`config.mk`:
```
export PLATFORM = sky130hd
export DESIGN_NAME = input_function_decoder
export DESIGN_NICKNAME = d
export VERILOG_FILES = /design/src/verilog/input_decoder_pkg.sv /design/src/verilog/input_function_decoder.sv
export VERILOG_INCLUDE_DIRS = /design/src /design/src/verilog
export SDC_FILE = /design/constraint.sdc
export NUM_CORES = 1
export LEC_CHECK = 0
export ABC_AREA = 1
export BUFFER_PORTS_ARGS = -buffer_cell sky130_fd_sc_hd__buf_2
export CAP_MARGIN = 10
export CORE_MARGIN = 2
export CORE_UTILIZATION = 35
export CTS_CLUSTER_SIZE = 25
export DETAILED_ROUTE_END_ITERATION = 8
export GPL_TIMING_DRIVEN = 0
export HOLD_SLACK_MARGIN = 0.03
export PLACE_DENSITY_LB_ADDON = 0.1
export SLEW_MARGIN = 10
export SYNTH_ARGS = -nofsm -noshare
export SYNTH_HDL_FRONTEND = slang
export SYNTH_SLANG_ARGS = --single-unit
```
`constraint.sdc`:
```
create_clock -name pclk -period 1.52 [get_ports pclk]
set_input_delay 0.152 -clock pclk [delete_from_list [all_inputs] [get_ports pclk]]
set_output_delay 0.152 -clock pclk [all_outputs]
set_load 0.05 [all_outputs]
```
`src/verilog/input_decoder_map.svh`:
```
// offsets, field positions, reset values and codes of the input decoder
// assumes inclusion by bare name from the decoder module only
`ifndef INPUT_DECODER_MAP_SVH
`define INPUT_DECODER_MAP_SVH

// ----------------------------------------
// register byte offsets
// ----------------------------------------
`define LIMIT_CFG_OFS 8'h00
`define MULTI_CFG_OFS 8'h04
`define STATUS_OFS 8'h08

// ----------------------------------------
// field positions and reset values
// ----------------------------------------
`define LIMIT_CFG_W 5
`define LIMIT_CFG_RST 5'h03
`define MULTI_CFG_W 16
`define MULTI_CFG_RST 16'h3333
`define GAIN_DIGIT_LSB 0
`define MODE_DIGIT_LSB 8

// ----------------------------------------
// function codes of one digit
// ----------------------------------------
`define FN_NORMAL 4'h1
`define FN_INVERT 4'h2

`endif

```
`src/verilog/input_decoder_pkg.sv`:
```
// types shared by the input decoder and its bench
// assumes nothing beyond the map header
package input_decoder_pkg;

    // ----------------------------------------
    // decoded limit assignment
    // ----------------------------------------
    typedef struct packed {
        logic cw_en;
        logic cw_from_b;
        logic cw_open;
        logic ccw_en;
        logic ccw_from_b;
        logic ccw_open;
    } limit_map_t;

    // ----------------------------------------
    // four function inputs, high = contact closed
    // ----------------------------------------
    typedef struct packed {
        logic mode_sel;
        logic gain_sel;
        logic lim_b;
        logic lim_a;
    } contacts_t;

endpackage

```
`src/verilog/input_function_decoder.sv`:
```
// servo input function decoder: limits, gain set select, control mode select
// assumes contacts are asynchronous pins (high = closed), motion requests and
// the apb master run on pclk
//
// What this block does
// - setting 1 or 4: a is cw limit, b is ccw, active closed.
// - setting 2 or 5: same assignment, each active while contact open.
// - active limit blocks only its direction and raises its warning.
// - settings 3,6,13,16 leave both inputs general purpose; 3 at reset.
// - setting 7/8: only a as cw limit, closed/open active.
// - setting 9/10: only b as ccw limit, closed/open active.
// - setting 11: b is cw, a is ccw, active closed.
// - setting 12: b is cw, a is ccw, active open.
// - setting 17/18: only b as cw limit, closed/open active.
// - setting 19/20: only a as ccw limit, closed/open active.
// - gain code is the rightmost digit of the multi setting.
// - gain code 1: closed picks gain set one, open set two.
// - gain code 2: closed picks gain set two, open set one.
// - gain code 3 default: always gain set one.
// - control mode code is the third digit from the right.
// - mode code 1: closed picks mode one, open mode two.
// - inverted mode code: closed picks mode two, open mode one.
// - mode code 3 default: switching off, input ignored.
//
// Chosen here: the register offsets and the APB slave port.
`timescale 1ns/100ps
`include "input_decoder_map.svh"

module input_function_decoder
    import input_decoder_pkg::*;
(
    // clock and reset
    input wire logic pclk,
    input wire logic presetn,
    // apb slave
    input wire logic psel,
    input wire logic penable,
    input wire logic pwrite,
    input wire logic [7:0] paddr,
    input wire logic [31:0] pwdata,
    output logic [31:0] prdata,
    output logic pready,
    output logic pslverr,
    // contact pins, high = closed
    input wire logic limit_input_a,
    input wire logic limit_input_b,
    input wire logic gain_select_input,
    input wire logic mode_select_input,
    // motion requests from the motion core
    input wire logic cw_move_req,
    input wire logic ccw_move_req,
    // decoded results
    output logic cw_move_en,
    output logic ccw_move_en,
    output logic cw_limit_warning,
    output logic ccw_limit_warning,
    output logic gain_two_sel,
    output logic control_mode_two_sel
);

    // ----------------------------------------
    // input synchronisers
    // ----------------------------------------
    contacts_t pins;
    contacts_t meta_q;
    contacts_t sync_q;

    assign pins = '{mode_sel: mode_select_input, gain_sel: gain_select_input,
                    lim_b: limit_input_b, lim_a: limit_input_a};

    // first stage feeds only the second stage
    always_ff @(posedge pclk or negedge presetn) begin
        if (!presetn) begin
            meta_q <= '0;
            sync_q <= '0;
        end else begin
            meta_q <= pins;
            sync_q <= meta_q;
        end
    end

    // ----------------------------------------
    // apb registers
    // ----------------------------------------
    logic [`LIMIT_CFG_W-1:0] limit_cfg_q;
    logic [`MULTI_CFG_W-1:0] multi_cfg_q;
    logic setup_ph;
    logic wr_acc;
    logic hit;
    logic [31:0] rd_d;
    logic cw_limit_q;
    logic ccw_limit_q;

    assign setup_ph = psel && !penable;
    assign wr_acc = psel && penable && pwrite;

    // writes take effect on the access edge
    always_ff @(posedge pclk or negedge presetn) begin
        if (!presetn) begin
            limit_cfg_q <= `LIMIT_CFG_RST;
            multi_cfg_q <= `MULTI_CFG_RST;
        end else if (wr_acc) begin
            if (paddr == `LIMIT_CFG_OFS) begin
                limit_cfg_q <= pwdata[`LIMIT_CFG_W-1:0];
            end
            if (paddr == `MULTI_CFG_OFS) begin
                multi_cfg_q <= pwdata[`MULTI_CFG_W-1:0];
            end
        end
    end

    // read mux; status shows synced contacts and decoded state
    always_comb begin
        rd_d = 32'h0000_0000;
        hit = 1'b1;
        unique case (paddr)
            `LIMIT_CFG_OFS: rd_d[`LIMIT_CFG_W-1:0] = limit_cfg_q;
            `MULTI_CFG_OFS: rd_d[`MULTI_CFG_W-1:0] = multi_cfg_q;
            `STATUS_OFS: rd_d[7:0] = {gain_two_sel, control_mode_two_sel,
                                      ccw_limit_q, cw_limit_q, sync_q};
            default: hit = 1'b0;
        endcase
    end

    // answer is prepared in setup so the access phase needs no wait state
    always_ff @(posedge pclk or negedge presetn) begin
        if (!presetn) begin
            prdata <= 32'h0000_0000;
            pslverr <= 1'b0;
            pready <= 1'b0;
        end else begin
            pready <= 1'b1;
            if (setup_ph) begin
                prdata <= pwrite ? 32'h0000_0000 : rd_d;
                pslverr <= !hit;
            end
        end
    end

    // ----------------------------------------
    // limit assignment decode
    // ----------------------------------------
    limit_map_t lmap;

    // 13 and 16 appear twice; the general purpose reading is kept
    always_comb begin
        lmap = '0;
        unique case (limit_cfg_q)
            5'h01, 5'h04: lmap = '{1'b1, 1'b0, 1'b0, 1'b1, 1'b1, 1'b0};
            5'h02, 5'h05: lmap = '{1'b1, 1'b0, 1'b1, 1'b1, 1'b1, 1'b1};
            5'h07: lmap.cw_en = 1'b1;
            5'h08: lmap = '{1'b1, 1'b0, 1'b1, 1'b0, 1'b0, 1'b0};
            5'h09: lmap = '{1'b0, 1'b0, 1'b0, 1'b1, 1'b1, 1'b0};
            5'h0A: lmap = '{1'b0, 1'b0, 1'b0, 1'b1, 1'b1, 1'b1};
            5'h0B: lmap = '{1'b1, 1'b1, 1'b0, 1'b1, 1'b0, 1'b0};
            5'h0C: lmap = '{1'b1, 1'b1, 1'b1, 1'b1, 1'b0, 1'b1};
            5'h11: lmap = '{1'b1, 1'b1, 1'b0, 1'b0, 1'b0, 1'b0};
            5'h12: lmap = '{1'b1, 1'b1, 1'b1, 1'b0, 1'b0, 1'b0};
            5'h13: lmap.ccw_en = 1'b1;
            5'h14: lmap = '{1'b0, 1'b0, 1'b0, 1'b1, 1'b0, 1'b1};
            default: lmap = '0;
        endcase
    end

    // ----------------------------------------
    // limit and motion state
    // ----------------------------------------
    logic cw_lim_d;
    logic ccw_lim_d;
    logic cw_pin;
    logic ccw_pin;

    // a general purpose input is masked by a cleared enable
    assign cw_pin = lmap.cw_from_b ? sync_q.lim_b : sync_q.lim_a;
    assign ccw_pin = lmap.ccw_from_b ? sync_q.lim_b : sync_q.lim_a;
    assign cw_lim_d = lmap.cw_en && (cw_pin ^ lmap.cw_open);
    assign ccw_lim_d = lmap.ccw_en && (ccw_pin ^ lmap.ccw_open);

    // warnings follow the limit level, so they clear on their own
    always_ff @(posedge pclk or negedge presetn) begin
        if (!presetn) begin
            cw_limit_q <= 1'b0;
            ccw_limit_q <= 1'b0;
        end else begin
            cw_limit_q <= cw_lim_d;
            ccw_limit_q <= ccw_lim_d;
        end
    end

    assign cw_limit_warning = cw_limit_q;
    assign ccw_limit_warning = ccw_limit_q;

    // gating uses the same decoded limit, so warning and block line up
    always_ff @(posedge pclk or negedge presetn) begin
        if (!presetn) begin
            cw_move_en <= 1'b0;
            ccw_move_en <= 1'b0;
        end else begin
            cw_move_en <= cw_move_req && !cw_lim_d;
            ccw_move_en <= ccw_move_req && !ccw_lim_d;
        end
    end

    // ----------------------------------------
    // gain and control mode select
    // ----------------------------------------
    logic [3:0] gain_code;
    logic [3:0] mode_code;

    assign gain_code = multi_cfg_q[`GAIN_DIGIT_LSB +: 4];
    assign mode_code = multi_cfg_q[`MODE_DIGIT_LSB +: 4];

    // any code other than normal or invert leaves set one and mode one
    always_ff @(posedge pclk or negedge presetn) begin
        if (!presetn) begin
            gain_two_sel <= 1'b0;
        end else if (gain_code == `FN_NORMAL) begin
            gain_two_sel <= !sync_q.gain_sel;
        end else if (gain_code == `FN_INVERT) begin
            gain_two_sel <= sync_q.gain_sel;
        end else begin
            gain_two_sel <= 1'b0;
        end
    end

    always_ff @(posedge pclk or negedge presetn) begin
        if (!presetn) begin
            control_mode_two_sel <= 1'b0;
        end else if (mode_code == `FN_NORMAL) begin
            control_mode_two_sel <= !sync_q.mode_sel;
        end else if (mode_code == `FN_INVERT) begin
            control_mode_two_sel <= sync_q.mode_sel;
        end else begin
            control_mode_two_sel <= 1'b0;
        end
    end
endmodule

```
# Word level (Yosys, flattened, before mapping)
# Cells that the tools add are included.
# W data, S select, Z words.
# totals
memories	0
mem_bits_ro	0
input_bits	51
elab_cells	81
ff_bits	69
out_inout_bits	40
latch_bits	0
mem_bits_rw	0
# op_classes
eq_ne	20
order_cmp	0
n_mul	0
n_reduce_logical	25
bitwise	2
mux	15
add_sub_neg	0
n_shift	0
div	0
# op_table
cell	n
$eq A5 B4 Y1 const B	5
$eq A5 B5 Y1 const B	4
$reduce_or A10 Y1	2
$mux W16	1
$eq A5 B3 Y1 const B	3
$pmux W5 S3	1
$pmux W2 S3	2
$reduce_or A3 Y1	4
$mux W1	9
$eq A4 B1 Y1 const B	2
$eq A4 B2 Y1 const B	2
$eq A8 B3 Y1 const B	1
$eq A8 B4 Y1 const B	1
$logic_not A8 Y1	1
$mux W8	1
$logic_and A1 B1 Y1	7
$logic_not A1 Y1	6
$pmux W3 S2	1
$reduce_or A2 Y1	3
$eq A5 B1 Y1 const B	1
$eq A5 B2 Y1 const B	1
$reduce_and A2 Y1	2
$xor A1 B1 Y1	2

# Longest topological paths before layout
# depth
word_depth	8
mapped_depth	12
ltp_nobuf	11

# Worst setup path before layout
# Ideal clock, no wire load.
# synth_timing
path_kind	reg2reg
start	register limit_cfg_q[1]
end	register ccw_move_en
synth_period_minus_slack_ps	1441
required_ps	1407
t_arrival_ps	1328
path_stages_with_launch	12
path_buffers	0
path_slack_ps	79
path_cell_list	dfstp_2 -> inv_2 -> nor2_1 -> nand2_1 -> nand2_1 -> nand2_2 -> nand3_1 -> nand2_1 -> nand3_1 -> nand3_1 -> nand2_1 -> inv_1
# synth_between
elab_chain_cells	8
word_cells_on_any_way	21
cone_classes	eq/ne: 10; mux: 3; bitwise: 1; reduce/logical: 7
# synth_rtl
item	line_no	source
from (decl)	input_function_decoder.sv:85	logic [`LIMIT_CFG_W-1:0] limit_cfg_q;
from (signal assigned)	input_function_decoder.sv:100	limit_cfg_q <= `LIMIT_CFG_RST;
from (signal assigned)	input_function_decoder.sv:104	limit_cfg_q <= pwdata[`LIMIT_CFG_W-1:0];
$eq A5 B2 Y1 (tied with other cells)	input_function_decoder.sv:148	unique case (limit_cfg_q)
$reduce_or A3 Y1 (no source line) or $reduce_or A2 Y1 (tied branches)	n/a	
$pmux W2 S3	input_function_decoder.sv:148	
$mux W1	input_function_decoder.sv:175	assign ccw_pin = lmap.ccw_from_b ? sync_q.lim_b : sync_q.lim_a;
$xor A1 B1 Y1	input_function_decoder.sv:177	assign ccw_lim_d = lmap.ccw_en && (ccw_pin ^ lmap.ccw_open);
$logic_and A1 B1 Y1 (*)	input_function_decoder.sv:177	
$logic_not A1 Y1 (*)	input_function_decoder.sv:200	ccw_move_en <= ccw_move_req && !ccw_lim_d;
$logic_and A1 B1 Y1 (*)	input_function_decoder.sv:200	
to (signal assigned)	input_function_decoder.sv:200	
to (decl)	input_function_decoder.sv:54	output logic ccw_move_en,
# Every way passes the cells marked *; elsewhere a longest branch is shown, timed or not.
# A chain may end at the register's enable or synchronous reset.

# Worst setup path in the final report
# layout_timing
start	register limit_cfg_q[4]
end	register ccw_move_en
# The elaborated chain is that of the path after synthesis.

==> run summary <==
outcome: complete, but fails checks
failing checks: negative setup slack
hold path cells: 3
Final Util: 0.469
1st-iter DRT viols: 74
cell count after synthesis: 271
Setup CP Type: reg -> reg
Final Non-Filler Cells: 468
area leader, netlist: dfrtp_1
final instance area: 0.00336 sq mm
DP Cell Count: 443
WL per Instance: 12.7 um
fin crit share: 1.03
Hold Crit Start: cw_move_req
worst clock skew: 0.00559 ns
initial antenna violation count: 0
root buf cell: clkbuf_8
r2r worst-path depth: 12
Worst-Margin Slew: 0.662 ns
CTS clock-pin slew for the worst setup and hold paths: 0.09 ns
port buffer count: 58
global route overflow: 0
Gate power share: 0.134
Worst setup EP type: flip-flop
Detailed Place HPWL: 4.28 mm
worst path buffer plus inverter count: 4
Clock Latency Late Sink: 0.31 ns
RSZ-0062 raised after global routing: yes
mapped cell area: 0.00257 sq mm
Switching Fraction: 0.279
Clock H-tree levels: 2
Synth area leaders: dfrtp_1 (42%), dfstp_2 (10%), nand2_1 (9.6%), mux2_4 (5.8%), buf_4 (5.3%)
vias in the first global route: 1803
Clk pwr share: 0.307
Core Rows: 31
CP Cell Sequence: buf_4 > inv_4 > nand2_1 > nor2_4 > nand2_2 > buf_4 > nand3_2 > nand2_1 > nand3_1 > nand3_2 > nand2_1 > inv_1
fillers: 700
DIE WIDTH: 89.7 um
Clock Path Buffers: 2
Worst VDD drop: 348 uV
largest net degree at the start of global routing: 54
total negative setup slack: -0.0656 ns
Worst path top cell family by delay: simple AND/OR/NAND/NOR gates
CP most frequent cell: nand2_1
Synth top area share: 0.419
Ports: 91
Initial Util: 0.358
antenna-violating nets left: 0
nets@finish: 419
worst endpoint required time: 1.73 ns
DRC: 0
clock sinks: 53
Routability Congestion: 0.846
CP max stage delay: 0.37 ns
list of most frequent post-synthesis cells: nand2_1 (66), dfrtp_1 (43), nand3_1 (23)
achievable clock frequency: 641 MHz
CP Max Fanout: 8
crit path DAT: 1.77 ns
GRT Util Overall: 0.151
Core Region: 0.00718 sq mm
count leader, synth: nand2_1
TritonCTS clock tree: built
reg2reg start: limit_cfg_q[4]
cts bufs inserted: 5
max-cap violations: 0
Hold Path Sink: cw_move_en
Slew Viols, Final: 0
R2R Setup Slk: -0.04 ns
first-pass detailed-route iteration total: 4
sequential fraction of the synthesis area: 0.521
share of post-route cells with drive strength above 1: 0.407
Final Hold Viols: 0
Final WS setup: -0.0405 ns
Critical-path top delay cell: dfrtp_1
Net Sw Power: 731 uW
Worst R2R End: ccw_move_en
first-pass GRT wire length: 9.08 mm
worst hold path class: in -> reg
yosys warns: 0
P_leak: 1.83 nW
Area Overhead vs Synth: 30.9%
Primary FF master, synth: dfrtp_1
vias: 2081
Post-synth EDFFs: 0
Syn Area/Cell: 9.47 sq um
Distinct cells, synth: 31
Die Area: 0.00804 sq mm
Total Wirelength: 5.95 mm
crit start category: flip-flop
fin crit period: 1.56 ns
ys async rst share: 1.00
Setup-failing EPs final: 2
register share of total power: 0.559
Die Height: 89.7 um
hold slack: 0.0537 ns
vias per inst: 4.45
Synth Register Bits: 53
placed inst area: 0.00304 sq mm
ANT cells: 0
Pwr Density: 779 mW/mm^2
relative slew slack: 0.559
cell internal pwr: 1.89 mW
cell usage in the layout (no fill, tap or decap), drive strengths merged, types with 3 or more instances in the layout:
master	n
buf	90
nand2	69
dfrtp	43
inv	24
nand3	23
conb	17
nor2	17
o21ai	16
mux2	11
dfstp	10
a32o	8
clkbuf	8
o211ai	6
dlygate4sd3	6
nand4	5
clkinv	4
a22o	3
routing by layer:
layer	part of all wire	track usage	vias up
li1	-	-	1063
met1	0.51	0.229	952
met2	0.42	0.215	60
met4	0.011	0.0407	0
met5	0	0	-
met3	0.055	0.0375	6
registers in the layout, indices dropped and copies added, names as in the netlist:
name and count:
ccw_limit_warning 1, ccw_move_en 1, control_mode_two_sel 1, cw_limit_warning 1, cw_move_en 1, gain_two_sel 1
limit_cfg_q 5, meta_q 4, multi_cfg_q 16, prdata 16, pready 1, pslverr 1
sync_q 4
worst max path at each step:
stage / from / to / slack [ns] / depth (start not counted)
after floorplan: limit_cfg_q[1] / ccw_move_en / 0.08 / 11
after global placement: limit_cfg_q[1] / ccw_move_en / -0.12 / 11
after detailed placement: limit_cfg_q[1] / ccw_move_en / -0.11 / 11
after CTS: limit_cfg_q[1] / ccw_move_en / -0.04 / 11
after global routing: limit_cfg_q[4] / ccw_move_en / -0.14 / 12
final: limit_cfg_q[4] / ccw_move_en / -0.04 / 12
cell families after synthesis:
| family | count (synthesis) | share of synthesized area |
|---|---|---|
| AOI/OAI and AO/OA | 37 | 0.0999 |
| muxes | 11 | 0.0629 |
| other | 2 | 0.00293 |
| and+or+nand+nor | 119 | 0.209 |
| DFF | 53 | 0.521 |
| buffers and inverters | 49 | 0.104 |
layout make-up:
class,count,area [sq um],area share
Sequential cell,53,1340,0.399
Tap cell,99,124,0.0368
Clock buffer,6,72.6,0.0216
Clock inverter,2,13.8,0.00409
Buffer,23,164,0.0488
Timing Repair Buffer,75,452,0.134
Inverter,26,103,0.0305
Multi-Input combinational cell,184,1090,0.325
worst reg2reg max path, cell delays in order (launching register included):
cell and delay [ns]:
dfrtp_1 0.37, buf_4 0.16, inv_4 0.10, nand2_1 0.09, nor2_4 0.15, nand2_2 0.09
buf_4 0.14, nand3_2 0.07, nand2_1 0.05, nand3_1 0.07, nand3_2 0.09, nand2_1 0.06
inv_1 0.03
metrics by stage:
step / worst slack, ns / total power [mW]
2_1_floorplan: 0.0788 / 1.71
3_3_place_gp: -0.122 / 1.82
3_5_place_dp: -0.114 / 1.82
4_1_cts: -0.0394 / 2.65
5_1_grt: -0.142 / 2.74
6_report: -0.0405 / 2.62
what timing repair did:
item,in CTS,in global routing
buffers inserted,5,6
hold endpoints to repair,5,43
hold buffers,5,1
gates cloned,0,0
endpoints found under the setup margin,3,4
pin swaps,3,11
gates resized for setup,8,17
power groups by stage:
stage	sequential (mW)	clock, mW	combinational (mW)
after global placement	1.49	0	0.328
after floorplan	1.52	0	0.189
final	1.46	0.802	0.352
after global routing	1.47	0.886	0.387
after CTS	1.46	0.839	0.345
after detailed placement	1.49	0	0.329
No activity file was read; power rests on OpenSTA's default activity.
